--- config.mk ---
export PLATFORM = sky130hd
export DESIGN_NAME = fpcl_loader
export DESIGN_NICKNAME = d
export VERILOG_FILES = /design/src/fpcl_buf2.v /design/src/fpcl_loader.v
export VERILOG_INCLUDE_DIRS = /design/src /design/src/inc
export SDC_FILE = /design/constraint.sdc
export NUM_CORES = 1
export LEC_CHECK = 0
export BUFFER_PORTS_ARGS = -buffer_cell sky130_fd_sc_hd__buf_4
export CAP_MARGIN = 20
export CORE_ASPECT_RATIO = 0.8
export CORE_MARGIN = 2
export CORE_UTILIZATION = 55
export CTS_CLUSTER_DIAMETER = 40
export DETAILED_ROUTE_END_ITERATION = 16
export PLACE_DENSITY_LB_ADDON = 0.08
export REMOVE_ABC_BUFFERS = 1
export SLEW_MARGIN = 20
export SYNTH_ARGS = -nofsm -noshare
export SYNTH_HDL_FRONTEND = slang
export SYNTH_SLANG_ARGS = --single-unit
--- constraint.sdc ---
create_clock -name i_core_clk -period 3 [get_ports i_core_clk]
set_clock_uncertainty 0.05 [all_clocks]
set_input_delay 0.75 -clock i_core_clk [delete_from_list [all_inputs] [get_ports i_core_clk]]
set_output_delay 0.75 -clock i_core_clk [all_outputs]
set_load 0.02 [all_outputs]
--- src/inc/fpcl_regs.vh ---
`ifndef FPCL_REGS_VH
`define FPCL_REGS_VH

// core clock rate
`define FPCL_CORE_HZ          200000000
// internal start-up oscillator rate
`define FPCL_OSC_HZ           10000000
// core cycles per oscillator tick
`define FPCL_OSC_DIV          (`FPCL_CORE_HZ / `FPCL_OSC_HZ)
// start-up clock ticks from load_complete high to user mode
`define FPCL_INIT_TICKS       136
// reset time-out before status release under auto-restart, in us
`define FPCL_AUTO_RST_US      40
// same time-out in core cycles
`define FPCL_AUTO_RST_CYC     (`FPCL_AUTO_RST_US * (`FPCL_CORE_HZ / 1000000))

// controller states
`define FPCL_ST_RESET         3'h0
`define FPCL_ST_RELEASE       3'h1
`define FPCL_ST_LOAD          3'h2
`define FPCL_ST_WAIT_DONE     3'h3
`define FPCL_ST_INIT          3'h4
`define FPCL_ST_USER          3'h5
`define FPCL_ST_ERROR         3'h6

// synchroniser bit positions
`define FPCL_SY_RESTART       0
`define FPCL_SY_LCLK          1
`define FPCL_SY_CEIN          2
`define FPCL_SY_DONE          3
`define FPCL_SY_STATUS        4
`define FPCL_SY_UCLK          5
`define FPCL_SY_DATA_LO       6
`define FPCL_SY_W             14
// synchroniser reset value: idle level of every pin, so no false edge follows reset
`define FPCL_SY_IDLE          14'h0015

`endif

--- src/fpcl_buf2.v ---
`timescale 1ns/1ps
`include "fpcl_regs.vh"

module fpcl_buf2 #(
	parameter WIDTH = 8,
	parameter DEPTH = 2,
	parameter AW    = 1
) (
	// clock and reset
	input  wire             i_core_clk,
	input  wire             i_nrst,
	input  wire             i_ce,
	input  wire             i_flush,
	// fill side
	input  wire             i_valid,
	output wire             o_ready,
	input  wire [WIDTH-1:0] i_data,
	// drain side
	output wire             o_valid,
	input  wire             i_ready,
	output wire [WIDTH-1:0] o_data
);

	reg  [WIDTH-1:0] mem_q [0:DEPTH-1];
	reg  [AW-1:0]    wr_q;
	reg  [AW-1:0]    rd_q;
	reg  [AW:0]      cnt_q;
	wire             push;
	wire             pop;
	integer          i;

	assign o_ready = (cnt_q != DEPTH[AW:0]);
	assign o_valid = (cnt_q != {(AW+1){1'b0}});
	assign o_data  = mem_q[rd_q];
	assign push    = i_valid & o_ready;
	assign pop     = o_valid & i_ready;

	function [AW-1:0] fpcl_next;
		input [AW-1:0] p;
		begin
			fpcl_next = (p == DEPTH[AW-1:0] - {{(AW-1){1'b0}}, 1'b1}) ? {AW{1'b0}}
				: p + {{(AW-1){1'b0}}, 1'b1};
		end
	endfunction

	always @(posedge i_core_clk) begin
		if (!i_nrst) begin
			wr_q  <= {AW{1'b0}};
			rd_q  <= {AW{1'b0}};
			cnt_q <= {(AW+1){1'b0}};
			for (i = 0; i < DEPTH; i = i + 1) begin
				mem_q[i] <= {WIDTH{1'b0}};
			end
		end else if (i_ce) begin
			if (i_flush) begin
				wr_q  <= {AW{1'b0}};
				rd_q  <= {AW{1'b0}};
				cnt_q <= {(AW+1){1'b0}};
			end else begin
				if (push) begin
					mem_q[wr_q] <= i_data;
					wr_q        <= fpcl_next(wr_q);
				end
				if (pop) begin
					rd_q <= fpcl_next(rd_q);
				end
				if (push && !pop) begin
					cnt_q <= cnt_q + {{AW{1'b0}}, 1'b1};
				end else if (pop && !push) begin
					cnt_q <= cnt_q - {{AW{1'b0}}, 1'b1};
				end
			end
		end
	end

endmodule

--- src/fpcl_loader.v ---
`timescale 1ns/1ps
`include "fpcl_regs.vh"

// How it works
// - after own load completes, chain_enable_out_n goes low to start the next device.
// - start-up begins only when the shared load_complete line reads high.
// - any low on the shared status line halts loading and enters the error state.
// - auto-restart on: status released after reset time-out, then reload.
// - auto-restart off: status held low until a restart low pulse.
// - user mode follows 136 start-up clock ticks after load_complete rises.
// - restart low-to-high, then status released, before any byte is taken.
// - one byte per load clock, taken until load_complete is released.
// - each byte captured on a rising edge of load_clock.
// - load_clock may stop for any time; loading just resumes, no time-out.
// - after the last byte load_complete is released high.
// - start-up runs from a 10 MHz internal tick, or from user clock edges when i_user_clk_sel is set; tick switched off afterwards.
// - load_clock edges after loading have no effect.
// - a loading error drives status low; restart pulse restarts loading.
// - next device in the chain takes data within one clock of hand-over.
// - internal start-up reaches user mode 6 to 20 us after load_complete.

module fpcl_loader #(
	parameter CNT_W       = 24,
	parameter LOAD_BYTES  = 24'h000400,
	parameter AUTO_RST_CYC = `FPCL_AUTO_RST_CYC,
	parameter BUF_DEPTH   = 2,
	parameter BUF_AW      = 1
) (
	// clock, reset, enable
	input  wire       i_core_clk,
	input  wire       i_nrst,
	input  wire       i_ce,
	// option straps
	input  wire       i_auto_restart,
	input  wire       i_user_clk_sel,
	input  wire       i_init_done_en,
	// host pins
	input  wire       i_load_restart_n,
	input  wire       i_load_clock,
	input  wire [7:0] i_load_data,
	input  wire       i_chain_enable_in_n,
	input  wire       i_user_clk,
	output wire       o_chain_enable_out_n,
	// open-drain status line
	input  wire       i_load_error_status_n,
	output wire       o_load_error_status_n,
	output wire       o_load_error_status_n_oe,
	// open-drain load complete line
	input  wire       i_load_complete,
	output wire       o_load_complete,
	output wire       o_load_complete_oe,
	// start-up results
	output wire       o_init_done,
	output wire       o_user_mode,
	output wire       o_osc_running,
	// configuration byte stream
	output wire       o_cfg_valid,
	input  wire       i_cfg_ready,
	output wire [7:0] o_cfg_data,
	input  wire       i_cfg_error
);

	localparam [2:0] ST_RESET     = `FPCL_ST_RESET;
	localparam [2:0] ST_RELEASE   = `FPCL_ST_RELEASE;
	localparam [2:0] ST_LOAD      = `FPCL_ST_LOAD;
	localparam [2:0] ST_WAIT_DONE = `FPCL_ST_WAIT_DONE;
	localparam [2:0] ST_INIT      = `FPCL_ST_INIT;
	localparam [2:0] ST_USER      = `FPCL_ST_USER;
	localparam [2:0] ST_ERROR     = `FPCL_ST_ERROR;
	localparam [31:0] INIT_W      = `FPCL_INIT_TICKS;
	localparam [31:0] DIV_W       = `FPCL_OSC_DIV;
	localparam [31:0] ARST_W      = AUTO_RST_CYC;
	localparam [7:0] INIT_TICKS   = INIT_W[7:0];
	localparam [4:0] OSC_DIV      = DIV_W[4:0];
	localparam [15:0] AUTO_RST    = ARST_W[15:0];
	localparam       SW           = `FPCL_SY_W;

	// pin synchronisers
	reg  [SW-1:0] sy1_q;
	reg  [SW-1:0] sy2_q;
	reg           lclk3_q;
	reg           uclk3_q;
	reg           rst3_q;
	wire [SW-1:0] pins;
	wire          restart_n;
	wire          lclk_rise;
	wire          uclk_rise;
	wire          restart_rise;
	wire          cein_n;
	wire          done_line;
	wire          status_line;
	wire [7:0]    data_s;

	// controller state
	reg  [2:0]       st_q;
	reg  [2:0]       st_d;
	reg  [CNT_W-1:0] bytes_q;
	reg  [CNT_W-1:0] bytes_d;
	reg  [7:0]       ticks_q;
	reg  [7:0]       ticks_d;
	reg  [4:0]       div_q;
	reg  [4:0]       div_d;
	reg  [15:0]      tmo_q;
	reg  [15:0]      tmo_d;
	reg              user_q;
	reg              user_d;
	reg              ceo_n_q;
	reg              ceo_n_d;
	reg              stat_drv_q;
	reg              stat_drv_d;
	reg              done_drv_q;
	reg              done_drv_d;
	reg              osc_q;
	reg              osc_d;

	wire             take;
	wire             buf_ready;
	wire             overflow;
	wire             tick;
	wire             flush;

	assign pins = {i_load_data, i_user_clk, i_load_error_status_n, i_load_complete,
		i_chain_enable_in_n, i_load_clock, i_load_restart_n};

	always @(posedge i_core_clk) begin
		if (!i_nrst) begin
			sy1_q   <= `FPCL_SY_IDLE;
			sy2_q   <= `FPCL_SY_IDLE;
			lclk3_q <= 1'b0;
			uclk3_q <= 1'b0;
			rst3_q  <= 1'b1;
		end else if (i_ce) begin
			sy1_q   <= pins;
			sy2_q   <= sy1_q;
			lclk3_q <= sy2_q[`FPCL_SY_LCLK];
			uclk3_q <= sy2_q[`FPCL_SY_UCLK];
			rst3_q  <= sy2_q[`FPCL_SY_RESTART];
		end
	end

	assign restart_n    = sy2_q[`FPCL_SY_RESTART];
	assign restart_rise = restart_n & ~rst3_q;
	assign lclk_rise    = sy2_q[`FPCL_SY_LCLK] & ~lclk3_q;
	assign uclk_rise    = sy2_q[`FPCL_SY_UCLK] & ~uclk3_q;
	assign cein_n       = sy2_q[`FPCL_SY_CEIN];
	assign done_line    = sy2_q[`FPCL_SY_DONE];
	assign status_line  = sy2_q[`FPCL_SY_STATUS];
	assign data_s       = sy2_q[`FPCL_SY_DATA_LO +: 8];

	// byte taken only while loading and selected, no idle time-out on the clock
	assign take     = (st_q == ST_LOAD) & ~cein_n & lclk_rise;
	assign overflow = take & ~buf_ready;
	assign flush    = (st_q == ST_RESET) | (st_q == ST_ERROR);

	// start-up tick: internal oscillator divider or user clock edges
	assign tick = i_user_clk_sel ? uclk_rise : (osc_q & (div_q == OSC_DIV - 5'h01));

	always @* begin
		st_d       = st_q;
		bytes_d    = bytes_q;
		ticks_d    = ticks_q;
		div_d      = div_q;
		tmo_d      = tmo_q;
		user_d     = user_q;
		ceo_n_d    = ceo_n_q;
		stat_drv_d = stat_drv_q;
		done_drv_d = done_drv_q;
		osc_d      = osc_q;
		if (osc_q) begin
			div_d = (div_q == OSC_DIV - 5'h01) ? 5'h00 : div_q + 5'h01;
		end
		case (st_q)
			ST_RESET: begin
				stat_drv_d = 1'b1;
				done_drv_d = 1'b1;
				ceo_n_d    = 1'b1;
				user_d     = 1'b0;
				osc_d      = 1'b0;
				bytes_d    = {CNT_W{1'b0}};
				if (restart_rise) begin
					stat_drv_d = 1'b0;
					st_d       = ST_RELEASE;
				end
			end
			ST_RELEASE: begin
				if (status_line) begin
					st_d = ST_LOAD;
				end
			end
			ST_LOAD: begin
				if (!status_line || overflow || i_cfg_error) begin
					st_d       = ST_ERROR;
					stat_drv_d = 1'b1;
					tmo_d      = 16'h0000;
				end else if (take) begin
					bytes_d = bytes_q + {{(CNT_W-1){1'b0}}, 1'b1};
					if (bytes_q == LOAD_BYTES - {{(CNT_W-1){1'b0}}, 1'b1}) begin
						done_drv_d = 1'b0;
						ceo_n_d    = 1'b0;
						st_d       = ST_WAIT_DONE;
					end
				end
			end
			ST_WAIT_DONE: begin
				if (!status_line || i_cfg_error) begin
					st_d       = ST_ERROR;
					stat_drv_d = 1'b1;
					tmo_d      = 16'h0000;
				end else if (done_line) begin
					st_d    = ST_INIT;
					ticks_d = 8'h00;
					osc_d   = ~i_user_clk_sel;
					div_d   = 5'h00;
				end
			end
			ST_INIT: begin
				if (tick) begin
					ticks_d = ticks_q + 8'h01;
					if (ticks_q == INIT_TICKS - 8'h01) begin
						st_d   = ST_USER;
						user_d = 1'b1;
						osc_d  = 1'b0;
					end
				end
			end
			ST_USER: begin
				user_d = 1'b1;
			end
			ST_ERROR: begin
				stat_drv_d = 1'b1;
				done_drv_d = 1'b1;
				ceo_n_d    = 1'b1;
				bytes_d    = {CNT_W{1'b0}};
				if (i_auto_restart) begin
					if (tmo_q == AUTO_RST - 16'h0001) begin
						stat_drv_d = 1'b0;
						st_d       = ST_RELEASE;
					end else begin
						tmo_d = tmo_q + 16'h0001;
					end
				end
			end
			default: begin
				st_d = ST_RESET;
			end
		endcase
		// restart low overrides every state; without auto-restart it ends the error
		if (!restart_n) begin
			st_d       = ST_RESET;
			stat_drv_d = 1'b1;
			done_drv_d = 1'b1;
			ceo_n_d    = 1'b1;
			user_d     = 1'b0;
			osc_d      = 1'b0;
		end
	end

	always @(posedge i_core_clk) begin
		if (!i_nrst) begin
			st_q       <= ST_RESET;
			bytes_q    <= {CNT_W{1'b0}};
			ticks_q    <= 8'h00;
			div_q      <= 5'h00;
			tmo_q      <= 16'h0000;
			user_q     <= 1'b0;
			ceo_n_q    <= 1'b1;
			stat_drv_q <= 1'b1;
			done_drv_q <= 1'b1;
			osc_q      <= 1'b0;
		end else if (i_ce) begin
			st_q       <= st_d;
			bytes_q    <= bytes_d;
			ticks_q    <= ticks_d;
			div_q      <= div_d;
			tmo_q      <= tmo_d;
			user_q     <= user_d;
			ceo_n_q    <= ceo_n_d;
			stat_drv_q <= stat_drv_d;
			done_drv_q <= done_drv_d;
			osc_q      <= osc_d;
		end
	end

	// byte stream towards the configuration store
	fpcl_buf2 #(
		.WIDTH (8),
		.DEPTH (BUF_DEPTH),
		.AW    (BUF_AW)
	) u_buf (
		.i_core_clk (i_core_clk),
		.i_nrst     (i_nrst),
		.i_ce       (i_ce),
		.i_flush    (flush),
		.i_valid    (take),
		.o_ready    (buf_ready),
		.i_data     (data_s),
		.o_valid    (o_cfg_valid),
		.i_ready    (i_cfg_ready),
		.o_data     (o_cfg_data)
	);

	assign o_load_error_status_n    = 1'b0;
	assign o_load_error_status_n_oe = stat_drv_q;
	assign o_load_complete          = 1'b0;
	assign o_load_complete_oe       = done_drv_q;
	assign o_chain_enable_out_n     = ceo_n_q;
	assign o_user_mode              = user_q;
	assign o_init_done              = user_q & i_init_done_en;
	assign o_osc_running            = osc_q;

endmodule

==> results_dict.tcl <==
set metrics [dict create \
    syn_avg_cell_area_um2 9.14 \
    drive_gt1_frac 0.129 \
    crit_fanout 4 \
    leakage_nw 2.19 \
    drc 0 \
    synth_area_mm2 0.00535 \
    postCtsSetupRepairBufs 0 \
    max_freq_mhz 387 \
    start_util 0.559 \
    critPathRequiredTime_ns 3.22 \
    ir_worst_vdd_mv 0.377 \
    dp_hpwl_um 7160 \
    numPortBuffers 36 \
    setup_viol 0 \
    path_class "flip-flop to flip-flop" \
    dr.pass1.iters 4 \
    ys_top_cells_by_count "dfxtp_1 (96), nor2_1 (61), nand2_1 (48), nor2b_1 (34), mux2i_1 (33)" \
    antenna_found_initial 0 \
    synth.top_cell.area_share 0.359 \
    fin_crit_ns 2.59 \
    crit_family "compound AO/OA/AOI/OAI gates" \
    grtUsageTotal 0.208 \
    rsz0062_at_grt "no" \
    synth_area_leaders "dfxtp_1 (36%), edfxtp_1 (9.0%), mux2i_1 (6.2%)" \
    cp_num_buf_inv 0 \
    synth.distinct_cells 55 \
    vias 4113 \
    place.gp.congestion 0.875 \
    min_period_over_period 0.862 \
    grt_pass1_wl_um 18000 \
    post_cts_resized 0 \
    cts_tree "done" \
    end_kind "flip-flop" \
    post_drt_wl_per_cell_um 13.8 \
    yosysWarnings 0 \
    final_antenna_net_count 0 \
    clock-root-buffer "clkbuf_16" \
    ctsHoldBuffers 0 \
    maxCapViolCount 0 \
    grt_pass1_vias 3929 \
    num_rows 32 \
    synth_top_area_cell "dfxtp_1" \
    drt-initial-drc-count 241 \
    worst_slew_pin_slew_ns 0.645 \
    core-area_mm2 0.00957 \
    p_per_area_mw_per_mm2 511 \
    synth_edf_count 16 \
    insertion_delay_ns 0.34 \
    final_cell_area_mm2 0.00602 \
    die_width_um 114 \
    dieHeight_um 92.2 \
    setup_ws_ns 0.414 \
    clockBufferDepth 2 \
    slowest_stage "a2111o_1" \
    slew_viol_final 0 \
    place_ws_ns 0.197 \
    seq_area_mm2 0.00240 \
    gr-total-overflow 0 \
    slew_headroom 0.565 \
    cts.reportedPaths.clkPinSlew_ns 0.07 \
    status "complete, no violations" \
    ys_seq_elements 112 \
    placed_cell_area_mm2 0.00573 \
    synthToLayoutAreaGrowth_pct 12.4 \
    antenna_cells 0 \
    ys_seq_area_frac 0.449 \
    cpPeakStageDelay_ns 0.49 \
    path_cells "ha_1, or4b_1, o31ai_1, nand2_1, a2111o_1, or3_1, a21boi_1" \
    synth-async-reset-ratio 0 \
    fillCellCount 809 \
    numCtsBuffers 9 \
    postSynthCellCount 586 \
    grt_max_degree 34 \
    yosysMostFrequentCell "dfxtp_1" \
    dieArea_mm2 0.0105 \
    hold_violations 0 \
    viasPerCell 5.56 \
    timing.hold.ws_ns 0.434 \
    top_level_ports 39 \
    cts_max_level 3 \
    wl_um 10200 \
    setup-tns-final_ns 0 \
    setup.worst_path.start_class "flip-flop" \
    fin_nets 642 \
    ys.flop_type "dfxtp_1" \
    multi_input_area_mm2 0.00277 \
    cp.arrival_ns 2.80 \
    hold_path_class "flip-flop to flip-flop" \
    cts_sinks 112 \
]
[worst paths after layout]
kind              endpoint  cells after the start  slack (ns)        from
setup / recovery   st_q[2]                      7        0.41  ticks_q[0]
hold / removal    sy1_q[4]                      2        0.43    sy1_q[4]
setup reg to reg   st_q[2]                      7        0.41  ticks_q[0]
hold reg to reg   sy1_q[4]                      2        0.43    sy1_q[4]
[metal layers]
layer	GRT usage	part of all wire
met1	0.277	0.49
met2	0.342	0.47
met3	0.0522	0.036
met4	0.0478	0.0033
met5	0	0
[cells in the final DEF (no fill, tap or decap), types with 10 or more instances in the layout]
| cell | n |
|---|---|
| a21oi_1 | 20 |
| and2_1 | 10 |
| and3_1 | 11 |
| buf_4 | 49 |
| dfxtp_1 | 96 |
| edfxtp_1 | 16 |
| inv_1 | 10 |
| mux2i_1 | 33 |
| nand2_1 | 48 |
| nand3_1 | 22 |
| nand4_1 | 18 |
| nor2_1 | 61 |
| nor2b_1 | 34 |
| nor3_1 | 15 |
| o21ai_0 | 21 |
| xnor2_1 | 18 |
| xor2_1 | 21 |
[layout make-up]
type                       count  share of cell area
timing repair buffer          49              0.0611
inverter                      10             0.00624
clock inverter                 6             0.00998
tap                          119              0.0247
multi-input combinational    434               0.461
sequential                   112               0.399
clock buffer                  10              0.0380
[metrics by stage]
step / util / power [mW] / instances
after floorplan: - / 1.82 / 556
final: 0.629 / 3.07 / 740
after detailed placement: 0.598 / 1.95 / 724
after global placement: 0.598 / 1.94 / 724
after CTS: 0.629 / 3.11 / 740
after global routing: 0.629 / 3.21 / 740
[worst register-to-register path, cell delays in order, from the launching register on]
cell and delay [ns]:
dfxtp_1 0.38, ha_1 0.19, or4b_1 0.44, o31ai_1 0.34, nand2_1 0.15, a2111o_1 0.49
or3_1 0.36, a21boi_1 0.12
[power breakdown]
group	internal, mW	switching [mW]
registers	1.56	0.0227
clock network	0.644	0.516
logic	0.140	0.195
total	2.34	0.733
[registers in the layout, summed over array words and instances, names as in the netlist, 2 cells and up, named ones only]
signal / cells
ticks_q: 8
sy1_q: 14
bytes_q: 24
tmo_q: 16
u_buf.cnt_q: 2
sy2_q: 14
st_q: 3
div_q: 5
u_buf.mem_q: 16
[cells by family after synthesis]
family	share of synthesized area
fa+ha+maj	0.00935
mux	0.0785
flops	0.449
xor+xnor	0.0638
other cells	0.000700
buf+inv	0.0346
simple gates	0.275
compound gates	0.0890
(Power assumes the default switching activity.)
